--- config.mk ---
export PLATFORM = sky130hd
export DESIGN_NAME = sfrdec_top
export DESIGN_NICKNAME = d
export VERILOG_FILES = /design/src/pkg/sfrdec_pkg.sv /design/src/verilog/sfrdec_top.sv
export SDC_FILE = /design/constraint.sdc
export NUM_CORES = 1
export LEC_CHECK = 0
export BUFFER_PORTS_ARGS = -buffer_cell sky130_fd_sc_hd__buf_4
export CAP_MARGIN = 10
export CORE_MARGIN = 2
export CORE_UTILIZATION = 35
export DETAILED_ROUTE_END_ITERATION = 8
export GPL_ROUTABILITY_DRIVEN = 0
export PLACE_DENSITY = 0.59
export SETUP_SLACK_MARGIN = 0.05
export SYNTH_ARGS = -nofsm -noshare
export SYNTH_HDL_FRONTEND = slang
export SYNTH_SLANG_ARGS = --single-unit
--- constraint.sdc ---
create_clock -name ref_clk -period 3.9 [get_ports ref_clk]
set_input_delay 0.39 -clock ref_clk [delete_from_list [all_inputs] [get_ports ref_clk]]
set_output_delay 0.39 -clock ref_clk [all_outputs]
set_load 0.05 [all_outputs]
--- src/pkg/sfrdec_pkg.sv ---
package sfrdec_pkg;
  // Special register addresses
  localparam logic [7:0] SFR_BASE = 8'h80;
  localparam logic [7:0] XRAM_MAP_CONFIG_ADDR = 8'h85;
  localparam logic [7:0] XRAM_PAGE_SELECT_ADDR = 8'hAA;
  // Configuration register layout
  localparam int WINDOW_EN_BIT = 6;
  localparam logic [7:0] XRAM_MAP_CONFIG_RESET = 8'h03;
  localparam logic [5:0] CONFIG_FIXED_LOW = 6'h03;
  localparam logic [2:0] PAGE_FIELD_RESET = 3'h0;
  // External data space
  localparam logic [15:0] WINDOW_LO = 16'h0400;
  localparam logic [15:0] WINDOW_HI = 16'h04FF;
  localparam int XRAM_ADDR_W = 10;
  // Core-clock wait cycles for a buffer access (crosses to the usb side) and for a normal RAM access
  localparam logic [2:0] BUFFER_WAIT_CYCLES = 3'h4;
  localparam logic [2:0] XRAM_WAIT_CYCLES = 3'h1;
  typedef enum logic [2:0] {
    SFRDEC_IDLE = 3'b001,
    SFRDEC_WAIT = 3'b010,
    SFRDEC_DONE = 3'b100
  } sfrdec_state_e;
endpackage

--- src/verilog/sfrdec_top.sv ---
`timescale 1ns/1ns
`default_nettype none
module sfrdec_top (
  input wire logic ref_clk,
  input wire logic rst_b,
  // Direct-address access from the core
  input wire logic dir_req,
  input wire logic dir_we,
  input wire logic dir_bit_op,
  input wire logic [7:0] dir_addr,
  input wire logic [7:0] dir_wdata,
  input wire logic dir_bit_wval,
  output logic [7:0] dir_rdata,
  output logic dir_bit_rval,
  output logic dir_sfr_sel,
  output logic dir_bit_ok,
  output logic [7:0] sfr_byte_addr,
  // External-move access from the core
  input wire logic xmov_req,
  input wire logic xmov_we,
  input wire logic xmov_short,
  input wire logic [15:0] xmov_addr,
  // Routed external-move target
  output logic xram_sel,
  output logic buf_sel,
  output logic [9:0] xram_addr,
  output logic [7:0] buf_addr,
  output logic xmov_we_out,
  output logic xmov_ready,
  output logic buffer_window_enable,
  output logic [2:0] page_field
);
  logic next_window_en;
  logic [2:0] next_page;
  logic [7:0] next_rdata;
  logic next_bit_rval;
  logic next_sfr_sel;
  logic next_bit_ok;
  logic [7:0] next_byte_addr;
  logic [7:0] tgt;
  logic [7:0] cur;
  logic [7:0] wval;
  logic hit;

  // Bit-addressable registers sit at low nibble 0x0 or 0x8
  function automatic logic bit_capable(input logic [7:0] a);
    return a[2:0] == 3'h0;
  endfunction

  function automatic logic [7:0] reg_view(input logic [7:0] a,
                                          input logic en,
                                          input logic [2:0] pg);
    if (a == sfrdec_pkg::XRAM_MAP_CONFIG_ADDR) begin
      return {1'b0, en, sfrdec_pkg::CONFIG_FIXED_LOW};
    end else if (a == sfrdec_pkg::XRAM_PAGE_SELECT_ADDR) begin
      return {5'h00, pg};
    end
    // Unoccupied addresses read zero and swallow writes
    return 8'h00;
  endfunction

  always_comb begin
    next_window_en = buffer_window_enable;
    next_page = page_field;
    next_rdata = dir_rdata;
    next_bit_rval = dir_bit_rval;
    next_sfr_sel = 1'b0;
    next_bit_ok = 1'b0;
    next_byte_addr = sfr_byte_addr;
    tgt = dir_bit_op ? {dir_addr[7:3], 3'h0} : dir_addr;
    cur = reg_view(tgt, buffer_window_enable, page_field);
    wval = cur;
    // Bit ops only reach the upper half through bit-capable registers
    hit = dir_req && dir_addr >= sfrdec_pkg::SFR_BASE &&
          (!dir_bit_op || bit_capable(tgt));
    if (hit) begin
      next_sfr_sel = 1'b1;
      next_bit_ok = dir_bit_op;
      next_byte_addr = tgt;
      next_rdata = cur;
      next_bit_rval = cur[dir_addr[2:0]];
      if (dir_bit_op) begin
        wval[dir_addr[2:0]] = dir_bit_wval;
      end else begin
        wval = dir_wdata;
      end
      if (dir_we) begin
        // Read-modify-write keeps fixed bits; only live fields stored
        if (tgt == sfrdec_pkg::XRAM_MAP_CONFIG_ADDR) begin
          next_window_en = wval[sfrdec_pkg::WINDOW_EN_BIT];
        end else if (tgt == sfrdec_pkg::XRAM_PAGE_SELECT_ADDR) begin
          next_page = wval[2:0];
        end
      end
    end
  end

  always_ff @(posedge ref_clk or negedge rst_b) begin
    if (!rst_b) begin
      // Enable takes its reset from the config value so the two agree
      buffer_window_enable <=
        sfrdec_pkg::XRAM_MAP_CONFIG_RESET[sfrdec_pkg::WINDOW_EN_BIT];
      page_field <= sfrdec_pkg::PAGE_FIELD_RESET;
      dir_rdata <= 8'h00;
      dir_bit_rval <= 1'b0;
      dir_sfr_sel <= 1'b0;
      dir_bit_ok <= 1'b0;
      sfr_byte_addr <= 8'h00;
    end else begin
      buffer_window_enable <= next_window_en;
      page_field <= next_page;
      dir_rdata <= next_rdata;
      dir_bit_rval <= next_bit_rval;
      dir_sfr_sel <= next_sfr_sel;
      dir_bit_ok <= next_bit_ok;
      sfr_byte_addr <= next_byte_addr;
    end
  end

  // External-move routing and wait sequencing
  sfrdec_pkg::sfrdec_state_e state;
  sfrdec_pkg::sfrdec_state_e next_state;
  logic [2:0] wait_cnt;
  logic [2:0] next_wait_cnt;
  logic next_xram_sel;
  logic next_buf_sel;
  logic [9:0] next_xram_addr;
  logic [7:0] next_buf_addr;
  logic next_we_out;
  logic next_ready;
  logic [15:0] eff;
  logic in_window;

  always_comb begin
    next_state = state;
    next_wait_cnt = wait_cnt;
    next_xram_sel = xram_sel;
    next_buf_sel = buf_sel;
    next_xram_addr = xram_addr;
    next_buf_addr = buf_addr;
    next_we_out = xmov_we_out;
    next_ready = 1'b0;
    // Short moves borrow the page field as the high address byte
    eff = xmov_short ? {5'h00, page_field, xmov_addr[7:0]}
                     : xmov_addr;
    // Normal RAM at the window addresses is unreachable while enabled
    in_window = buffer_window_enable &&
                eff >= sfrdec_pkg::WINDOW_LO &&
                eff <= sfrdec_pkg::WINDOW_HI;
    case (state)
      sfrdec_pkg::SFRDEC_IDLE: begin
        if (xmov_req) begin
          next_buf_sel = in_window;
          next_xram_sel = !in_window;
          next_xram_addr = eff[sfrdec_pkg::XRAM_ADDR_W-1:0];
          next_buf_addr = eff[7:0];
          next_we_out = xmov_we;
          // Buffer side runs on the usb clock, so allow it to settle
          next_wait_cnt = in_window ? sfrdec_pkg::BUFFER_WAIT_CYCLES
                                    : sfrdec_pkg::XRAM_WAIT_CYCLES;
          next_state = sfrdec_pkg::SFRDEC_WAIT;
        end
      end
      sfrdec_pkg::SFRDEC_WAIT: begin
        // Count is fixed at request time; a later enable change
        // cannot stretch or cut an access already under way
        if (wait_cnt == 3'h1) begin
          next_ready = 1'b1;
          next_state = sfrdec_pkg::SFRDEC_DONE;
        end else begin
          next_wait_cnt = wait_cnt - 3'h1;
        end
      end
      sfrdec_pkg::SFRDEC_DONE: begin
        // Selects stay up through ready so the target sees a full strobe
        next_xram_sel = 1'b0;
        next_buf_sel = 1'b0;
        next_we_out = 1'b0;
        next_state = sfrdec_pkg::SFRDEC_IDLE;
      end
      default: begin
        next_state = sfrdec_pkg::SFRDEC_IDLE;
      end
    endcase
  end

  always_ff @(posedge ref_clk or negedge rst_b) begin
    if (!rst_b) begin
      state <= sfrdec_pkg::SFRDEC_IDLE;
      wait_cnt <= 3'h0;
      xram_sel <= 1'b0;
      buf_sel <= 1'b0;
      xram_addr <= 10'h000;
      buf_addr <= 8'h00;
      xmov_we_out <= 1'b0;
      xmov_ready <= 1'b0;
    end else begin
      state <= next_state;
      wait_cnt <= next_wait_cnt;
      xram_sel <= next_xram_sel;
      buf_sel <= next_buf_sel;
      xram_addr <= next_xram_addr;
      buf_addr <= next_buf_addr;
      xmov_we_out <= next_we_out;
      xmov_ready <= next_ready;
    end
  end
endmodule // sfrdec_top
`default_nettype wire

# Word-level counts from Yosys, hierarchy flattened
# Cells that the tools add are included.
[totals]
in_bits = 41
regBits = 51
wordCells = 78
output_inout_bits = 45
[op_classes]
eq_ne = 9
reduce_logical = 17
magnitude_cmp = 5
addsub = 1
bitwise_logic = 1
muxes = 30
[ops]
columns = ["operator", "n"]
rows = [
  ["$mux W8", 3],
  ["$mux W3", 6],
  ["$eq A8 B8 Y1 const B", 2],
  ["$ge A16 B11 Y1 const B", 1],
  ["$le A16 B11 Y1 const B", 1],
  ["$mux W16", 1],
  ["$pmux W3 S2", 2],
  ["$mux W1", 11],
  ["$bwmux W8", 1],
  ["$ge A8 B8 Y1 const B", 1],
  ["$mux W7", 1],
  ["$eq A3 B1 Y1 const B", 2],
  ["$ne A2 B2 Y1 const B", 3],
  ["$pmux W1 S2", 3],
  ["$reduce_and A2 Y1", 3],
  ["$reduce_and A3 Y1", 2],
  ["$logic_and A1 B1 Y1", 5],
  ["$lt A3 B4 Y1 const B", 1],
  ["$reduce_and A4 Y1", 1],
  ["$reduce_bool A2 Y1", 2],
  ["$bmux W1 S3", 1],
  ["$demux W1 S3", 1],
  ["$eq A3 B2 Y1 const B", 1],
  ["$eq A3 B3 Y1 const B", 1],
  ["other kinds (6)", 7],
]

# Depth between registers and ports, before layout
# Gate-level depths: netlist of run 1.
[logic_depth]
word_depth = 7
ltp_mapped = 6
mapped_depth_nobuf = 6

# Least setup slack after synthesis of run 1
# Ideal clock, no wire load.
[synth_timing]
path_kind = "input to register"
startpoint = "input dir_addr[4]"
endpoint = "register page_field[0]"
setup_ps = 127
required_time_ps = 3773
path_slack_ps = 2108
stages = 4
path_buffers = 0
arrival_ps = 1665
path_cell_list = "or4b_4 nor3_4 and3_4 mux2_1"
[synth_between]
elab_chain_cells = 6
elab_cells_between_ends = 13
cone_classes = "1 x order compare; 2 x eq/ne; 6 x mux; 1 x bitwise; 3 x reduce/logical"
[synth_lines]
columns = ["element", "line_no", "rtl"]
rows = [
  ["from (decl)", "sfrdec_top.sv:10", "input wire logic [7:0] dir_addr,"],
  ["$eq A8 B8 Y1", "sfrdec_top.sv:55, sfrdec_top.sv:91", ""],
  ["$mux W1", "sfrdec_top.sv:55", "end else if (a == sfrdec_pkg::XRAM_PAGE_SELECT_ADDR) begin"],
  ["$mux W1", "sfrdec_top.sv:53", "if (a == sfrdec_pkg::XRAM_MAP_CONFIG_ADDR) begin"],
  ["$mux W8", "sfrdec_top.sv:59", "return 8'h00;"],
  ["$bwmux W8", "sfrdec_top.sv:83", "wval[dir_addr[2:0]] = dir_bit_wval;"],
  ["$mux W7", "sfrdec_top.sv:82", "if (dir_bit_op) begin"],
  ["to (signal assigned)", "sfrdec_top.sv:103", "page_field <= sfrdec_pkg::PAGE_FIELD_RESET;"],
  ["to (signal assigned)", "sfrdec_top.sv:111", "page_field <= next_page;"],
  ["to (decl)", "sfrdec_top.sv:31", "output logic [2:0] page_field"],
]
# Parallel ways exist; a longest one is shown, timed or not.
# A chain may end at the register's enable or synchronous reset.

# Worst setup path in the final report of run 1
[layout_timing]
startpoint = "register state[0]"
endpoint = "register wait_cnt[0]"
[layout_between]
elab_chain_cells = 3
elab_cells_between_ends = 7
cone_classes = "4 x eq/ne; 1 x mux; 2 x reduce/logical"
[layout_lines]
columns = ["element", "line_no", "rtl"]
rows = [
  ["from (decl)", "sfrdec_top.sv:121", "sfrdec_pkg::sfrdec_state_e state;"],
  ["from (signal assigned)", "sfrdec_top.sv:189", "state <= sfrdec_pkg::SFRDEC_IDLE;"],
  ["from (signal assigned)", "sfrdec_top.sv:198", "state <= next_state;"],
  ["$eq A3 B2 Y1 / $eq A3 B1 Y1 (equally long branches)", "sfrdec_top.sv:150", "case (state)"],
  ["$ne A2 B2 Y1 (no line) / $reduce_bool A2 Y1 (equally long branches)", "n/a", ""],
  ["$reduce_and A3 Y1 (no line)", "n/a", ""],
  ["to (signal assigned)", "sfrdec_top.sv:199", "wait_cnt <= next_wait_cnt;"],
  ["to (decl)", "sfrdec_top.sv:123", "logic [2:0] wait_cnt;"],
]
# Parallel ways exist; a longest one is shown, timed or not.

==> results of run 1 <==
## layout make-up
class,count,share of cell area [%]
multi-input cells,103,28.6
repair buffers,76,23.3
flip-flops and latches,39,39.8
well taps,67,3.42
clock buffers,8,4.08
inverters,5,0.765
## power by group through the flow
stage / logic, mW / registers (mW) / clock network, mW
after floorplan: 0.406 / 0.833 / 0
after global placement: 0.868 / 0.582 / 0
after detailed placement: 0.874 / 0.585 / 0
after CTS: 0.875 / 0.577 / 0.309
after global routing: 0.921 / 0.590 / 0.328
final: 0.866 / 0.575 / 0.300
## cells in the final DEF, fill, tap and decap left out, types with 2 or more instances in the layout
master | synthesis | final
buf_4 | 12 | 76
dfrtp_1 | 38 | 38
nand2_1 | 26 | 26
mux2_1 | 10 | 10
a21oi_1 | 9 | 9
clkbuf_8 | 0 | 7
nor2_1 | 6 | 6
inv_1 | 4 | 4
and3_1 | 4 | 4
mux2i_1 | 4 | 4
o21ai_1 | 4 | 4
conb_1 | 1 | 4
nand2b_1 | 3 | 3
nand3_1 | 3 | 3
nand3b_1 | 3 | 3
and3b_1 | 2 | 2
a32o_1 | 2 | 2
a21o_1 | 2 | 2
nor2b_1 | 2 | 2
ha_1 | 2 | 2
## worst paths after layout
kind	endpoint	from	depth (start not counted)	slack, ps
setup / recovery	wait_cnt[0]	state[0]	4	1860
hold / removal	xmov_we_out	rst_b	1	60
setup reg to reg	wait_cnt[0]	state[0]	4	1860
hold reg to reg	dir_rdata[6]	dir_rdata[6]	2	470
max in group asynchronous	state[0]	rst_b	1	3480
min in group ref_clk	sfr_byte_addr[6]	dir_addr[6]	3	310
## state kept, by name, indices dropped and copies added (netlist names)
signal	flops
xmov_we_out	1
xmov_ready	1
state	3
buf_sel	1
dir_rdata	4
dir_bit_ok	1
dir_sfr_sel	1
xram_addr	10
buffer_window_enable	1
xram_sel	1
page_field	3
wait_cnt	3
dir_bit_rval	1
sfr_byte_addr	8
## worst reg2reg max path: stages (launching register included)
cell      delay [ps]
dfstp_2          580
nor4bb_4         850
mux2_2           340
a21oi_1           70
a21oi_1          110
## per-stage QoR
| stage | cell area (µm²) | std cells | total power [mW] |
|---|---|---|---|
| floorplan | 1790 | 163 | 1.24 |
| global placement | 2350 | 290 | 1.45 |
| detailed placement | 2350 | 290 | 1.46 |
| CTS | 2450 | 298 | 1.76 |
| global route | 2450 | 298 | 1.84 |
| finish | 2450 | 298 | 1.74 |
## cell families after synthesis
group / share of synthesized area, %
adder cells (fa/ha/maj): 1.41
flip-flops: 54.9
multiplexers: 9.21
other: 0.211
AND/OR/NAND/NOR: 19.8
buffers and inverters: 7.10
AO/OA/AOI/OAI: 7.31
## layer usage
layer | global-route usage [%] | wire [µm] | vias to the layer above
met4 | 4.09 | 37 | 0
li1 | - | - | 676
met2 | 22.4 | 1720 | 56
met5 | 0 | 0 | -
met3 | 5.82 | 328 | 4
met1 | 18.6 | 1790 | 644
==> metrics, run 1 <==
CTS Buffer Depth=2; vias in the first global route=1330; Antenna diodes=0; WP data required=4120 ps; clock skew=4.51 ps; status=finished clean; post-synth top area cell=dfrtp_1; Core Region=4820 µm²; Period Utilization, post-route=52.2%; CTS root buffer=clkbuf_8; H-tree levels=2; initial antenna violation count=0; first-pass GRT wire length=6.15 mm; clock network fraction of total power=17.2%; syn_area_per_cell=11.1 µm²; Setup TNS Final=0 ps; Min Hold Slack=55.7 ps; pwr dens=710 nW/µm²; critical path arrival=2250 ps; clk slew on worst S/H paths=80 ps; Starting Density=36.9%; Layout fillers=481; Tightest Pin Transition=1030 ps; # Max-Cap Violations=0; Max FO, Critical Path=18; Synth Flop Type=dfrtp_1; area of the multi-input gates=702 µm²; utilization after layout=50.9%; number of distinct library cells after synthesis=40; vias per inst=4.63; drt wl/cell=13.0 µm; Yosys reg bits=39; CTS resizes=0; largest net degree at the start of global routing=40; worst-path cell chain=nor4bb_4 -> mux2_2 -> a21oi_1 -> a21oi_1; kind of critical path=flop to flop; Pre-antenna DRT Iters=4; grt total ovfl=0; Total GRT Usage=14.4%; RSZ-0062 raised after global routing=no; Leak Pwr=1.26 nW; CP delay by family, top=simple AND/OR/NAND/NOR gates; routed vias=1380; Die Y=75.3 µm; post-synth top area share=53.4%; port bufs=76; drt drc=0; CTS tree=built; DRT Wirelength=3.88 mm; final slew viol count=0; DP Worst Slack=1850 ps; Die Width=75.3 µm; Logic pwr share=49.7%; slowest cell on the critical path=nor4bb_4; I/O Pins=86; Buf+Inv Stages, Crit Path=0; sw power=0.802 mW; Yosys warning total=0; commonest cells in the synthesized netlist=dfrtp_1, nand2_1, buf_4, mux2_1, a21oi_1; Tightest Hold Check Type=primary input to asynchronous set/reset pin; DPL Wire Length=2.87 mm; num rows=25; Final setup viols=0; synth top area cells=dfrtp_1, mux2_1, nand2_1; Crit path largest cell delay=850 ps; setup ws final=1860 ps; sequential share of the synthesized area=54.9%; Sink Count=39; f_max=491 MHz; final antenna-violating net count=0; layout cells sized above 1=39.8%; area delta synth->final=37.8%; sequential power share=33.0%; setup repair bufs after CTS=0; switching portion of total power=46.1%; Final Hold Viols=0; Power Internal=0.939 mW; most numerous cell in the Yosys netlist=dfrtp_1; Worst VDD drop=312 µV; CP endpoint kind=flop; Post-synth ARST share=100%; first-iteration detailed-routing DRC count=76; Mapped Cells=160; Post-Syn Area=1780 µm²; cell repeated most along the worst path=a21oi_1; Slew headroom=30.9%; post-layout min period=2040 ps; CTS buffer count=5; die area=5670 µm²; CP Launch Type=flop; Post-synth EDFFs=0; cts hold-fix bufs=0; fin nets=273; clk_lat worst skew=290 ps; Seq. cell area=977 µm²
Power figures use the tool's default switching activity.
==> run 2, diff against run 1 <==
PLACE_DENSITY = 0.62   (was 0.59)
clock period = 1.8 ns   (was 3.9 ns; I/O delays follow)
==> metrics, run 2 (synthesis results as in run 1) <==
status=finished clean; I/O Pins=86; Final Hold Viols=0; Worst VDD drop=853 µV; critical path arrival=1660 ps; clk_lat worst skew=290 ps; Core Region=4820 µm²; Top reg by flops=xram_addr; initial antenna violation count=0; Largest regs=xram_addr: 10 flops, sfr_byte_addr: 8 flops, dir_rdata: 4 flops; commonest non-fill, non-tap cell in the layout=buf_4; kind of critical path=flop to flop; CTS Buffer Depth=2; Total GRT Usage=14.6%; drt drc=0; Pre-antenna DRT Iters=4; Starting Density=36.9%; f_max=671 MHz; clock skew=4.84 ps; RSZ-0062 raised after global routing=no; Die Y=75.3 µm; grt total ovfl=0; H-tree levels=2; setup repair bufs after CTS=0; Die Width=75.3 µm; fin cells=304; pwr dens=1550 nW/µm²; slowest cell on the critical path=dfstp_2; DRT Wirelength=3.74 mm; Max FO, Critical Path=18; die area=5670 µm²; Final setup viols=0; final slew viol count=0; worst-path cell chain=nor4bb_4 -> buf_12 -> mux2_1; port bufs=76; Antenna diodes=0; largest net degree at the start of global routing=40; layout cells sized above 1=41.4%; CTS buffer count=5; drt wl/cell=12.3 µm; post-layout min period=1490 ps; # Max-Cap Violations=0; Tightest Hold Check Type=primary input to flop; area delta synth->final=42.2%; most frequent cells in the layout=buf_4, dfrtp_1, nand2_1; CTS tree=built; CP Launch Type=flop; cts hold-fix bufs=1; CTS resizes=0; Sink Count=39; num rows=25; Setup TNS Final=0 ps; CTS root buffer=clkbuf_8; vias per inst=4.51; CP endpoint kind=flop; Leak Pwr=1.31 nW; first-pass GRT wire length=6.18 mm; Period Utilization, post-route=82.8%; Buf+Inv Stages, Crit Path=1; Power Total=3.92 mW; vias in the first global route=1352; fin nets=279; max reg flops=10; DPL Wire Length=2.91 mm; routed vias=1370; first-iteration detailed-routing DRC count=31; final antenna-violating net count=0; CP delay by family, top=flip-flops; Crit path largest cell delay=580 ps; clk slew on worst S/H paths=70 ps; placed cell count=295; WP data required=1970 ps
## run 2: worst paths after layout
kind / start / endpoint / slack [ps] / cells past startpoint
worst min register to register: dir_rdata[6] / dir_rdata[6] / 480 / 2
worst max-delay path: state[0] / xram_addr[2] / 310 / 3
min in group asynchronous: rst_b / xram_addr[0] / 390 / 2
worst min-delay path: dir_addr[6] / sfr_byte_addr[6] / 90 / 3
max in group asynchronous: rst_b / state[0] / 1050 / 2
worst max register to register: state[0] / xram_addr[2] / 310 / 3
## run 2: cell type report
class / count / area, µm²
Multi-Input combinational cell: 103 / 702
Sequential cell: 39 / 977
Fill cell: 475 / 2290
Tap cell: 67 / 83.8
Timing Repair Buffer: 82 / 631
Clock buffer: 6 / 82.6
Inverter: 5 / 18.8
Clock inverter: 2 / 35.0
## run 2: metal layers
layer | part of all wire [%] | vias to the layer above | GRT usage (%)
met2 | 48 | 54 | 24.4
met3 | 7.8 | 6 | 5.29
met5 | 0 | - | 0
met1 | 42 | 623 | 17.5
li1 | - | 687 | -
met4 | 1.5 | 0 | 4.68
## run 2: where the power goes
part           switching [mW]  internal [mW]
sequential              0.159           1.09
clock                   0.291          0.448
combinational            1.29          0.636
## run 2: metrics by stage
step                util (%)  cell area (µm²)  setup WS [ps]  hold slack, ps
floorplan                  -             1790            197            -116
global placement        49.9             2400           95.3             181
detailed placement      49.9             2400           86.0             180
CTS                     52.5             2530            298            78.7
global route            52.5             2530            189            93.2
finish                  52.5             2530            310            88.8
## run 2: worst reg2reg max path, stage by stage (launching register included)
cell      delay [ps]
dfstp_2          580
nor4bb_4         270
buf_12           200
mux2_1           330
==> run 3, diff against run 2 <==
PLACE_DENSITY = 0.59   (was 0.62)
clock period = 1.5 ns   (was 1.8 ns; I/O delays follow)
==> metrics, run 3 (synthesis results as in run 1) <==
Max FO, Critical Path=8; switching portion of total power=45.9%; Period Utilization, post-route=94.9%; die area=5670 µm²; Largest regs=xram_addr: 10 flops, sfr_byte_addr: 8 flops, dir_rdata: 4 flops; Final Hold Viols=0; commonest non-fill, non-tap cell in the layout=buf_4; kind of critical path=flop to flop; vias in the first global route=1382; Starting Density=36.9%; WHS Path Cells=3; RSZ-0062 raised after global routing=yes; f_max=703 MHz; Design Area, Final=2590 µm²; port bufs=76; Power Total=4.59 mW; Die Y=75.3 µm; Reg2Reg Setup Slack=80 ps; largest net degree at the start of global routing=40; WP depth=3; worst-path cell chain=nor4bb_4 -> buf_6 -> mux2_1; layout cells sized above 1=44.0%; vias per inst=4.58; grt total ovfl=0; # Max-Cap Violations=0; initial antenna violation count=0; first-iteration detailed-routing DRC count=65; H-tree levels=2; num rows=25; Core Region=4820 µm²; DRT Wirelength=4.06 mm; CP endpoint kind=flop; Sink Count=39; Crit path largest cell delay=450 ps; slowest cell on the critical path=dfrtp_2; status=finished clean; pwr dens=1770 nW/µm²; max reg flops=10; Buf+Inv Stages, Crit Path=1; post-place instance area=2440 µm²; worst r2r path cells=3; routed vias=1444; post-layout min period=1420 ps; CP delay by family, top=flip-flops; drt wl/cell=12.9 µm; critical path arrival=1580 ps; Antenna diodes=0; utilization after layout=53.7%; final antenna-violating net count=0; sw power=2.10 mW; CTS tree=built; Total GRT Usage=14.7%; Leak Pwr=1.34 nW; clock network fraction of total power=14.3%; Top reg by flops=xram_addr; sequential power share=32.6%; CTS Buffer Depth=2; CTS root buffer=clkbuf_8; most frequent cells in the layout=buf_4, dfrtp_1, nand2_1; CTS buffer count=5; Final setup viols=0; Power Internal=2.48 mW; final slew viol count=0; CP Launch Type=flop; Tightest Hold Check Type=primary input to flop; Die Width=75.3 µm; DPL Wire Length=3.03 mm; I/O Pins=86; area delta synth->final=45.5%; fin nets=290; clk_lat worst skew=280 ps; clock skew=5.88 ps; WP data required=1660 ps; Logic pwr share=53.2%; Pre-antenna DRT Iters=4; clk slew on worst S/H paths=70 ps; Worst VDD drop=938 µV; drt drc=0; first-pass GRT wire length=6.31 mm
[run 3: cell count changes in the layout (fill, tap and decap cells not counted)]
cell and delta:
ha_1 -1, bufinv_16 -1, mux2_2 -1, buf_4 +10, dfrtp_2 +1, dfrtp_1 -1, buf_12 -1, mux2_4 +1
clkbuf_1 +2, ha_4 +1, clkbuf_8 -1, buf_6 +2
[run 3: metrics by stage]
step | std cells | hold slack, ps | TNS (ps) | setup WS, ps
floorplan | 163 | -146 | -140 | -52.2
global placement | 302 | 155 | -655 | -158
detailed placement | 302 | 155 | -729 | -168
CTS | 312 | 66.0 | 0 | 68.3
global route | 315 | 64.7 | 0 | 40.7
finish | 315 | 75.1 | 0 | 77.1
[run 3: area by class of cell]
class	count	area [µm²]
clock inverters	1	5.00
well taps	67	83.8
repair buffers	93	708
inverters	5	18.8
multi-input cells	103	718
fillers	470	2230
clock buffers	7	76.3
flip-flops and latches	39	978
[run 3: worst reg2reg max path, cell delays in order (launching register included)]
cell	delay, ps
dfrtp_2	450
nor4bb_4	350
buf_6	190
mux2_1	330
[run 3: worst paths after layout]
check | start | to
setup / recovery | state[2] | xram_addr[4]
hold / removal | dir_addr[5] | sfr_byte_addr[5]
setup reg to reg | state[2] | xram_addr[4]
hold reg to reg | dir_rdata[6] | dir_rdata[6]
max in group asynchronous | rst_b | state[0]
min in group asynchronous | rst_b | xmov_we_out
[run 3: repair_timing]
item | CTS | global route
hold endpoints to repair | 38 | 0
gates resized for setup | 2 | 4
pin swaps | 1 | 1
endpoints found under the setup margin | 9 | 7
buffers inserted | 1 | 3
hold buffers | 1 | 0
[run 3: power by group through the flow]
stage / registers (mW) / clock network, mW / logic [mW]
2_1_floorplan: 2.17 / 0 / 1.07
3_3_place_gp: 1.51 / 0 / 2.31
3_5_place_dp: 1.52 / 0 / 2.33
4_1_cts: 1.49 / 0.687 / 2.38
5_1_grt: 1.52 / 0.738 / 2.59
6_report: 1.49 / 0.654 / 2.44
[run 3: metal layers]
metal	track usage [%]	vias up	share of wire [%]
li1	-	710	-
met1	18.9	669	46
met2	23.7	61	46
met3	5.16	4	7.2
met4	4.09	0	0.99
met5	0	-	0
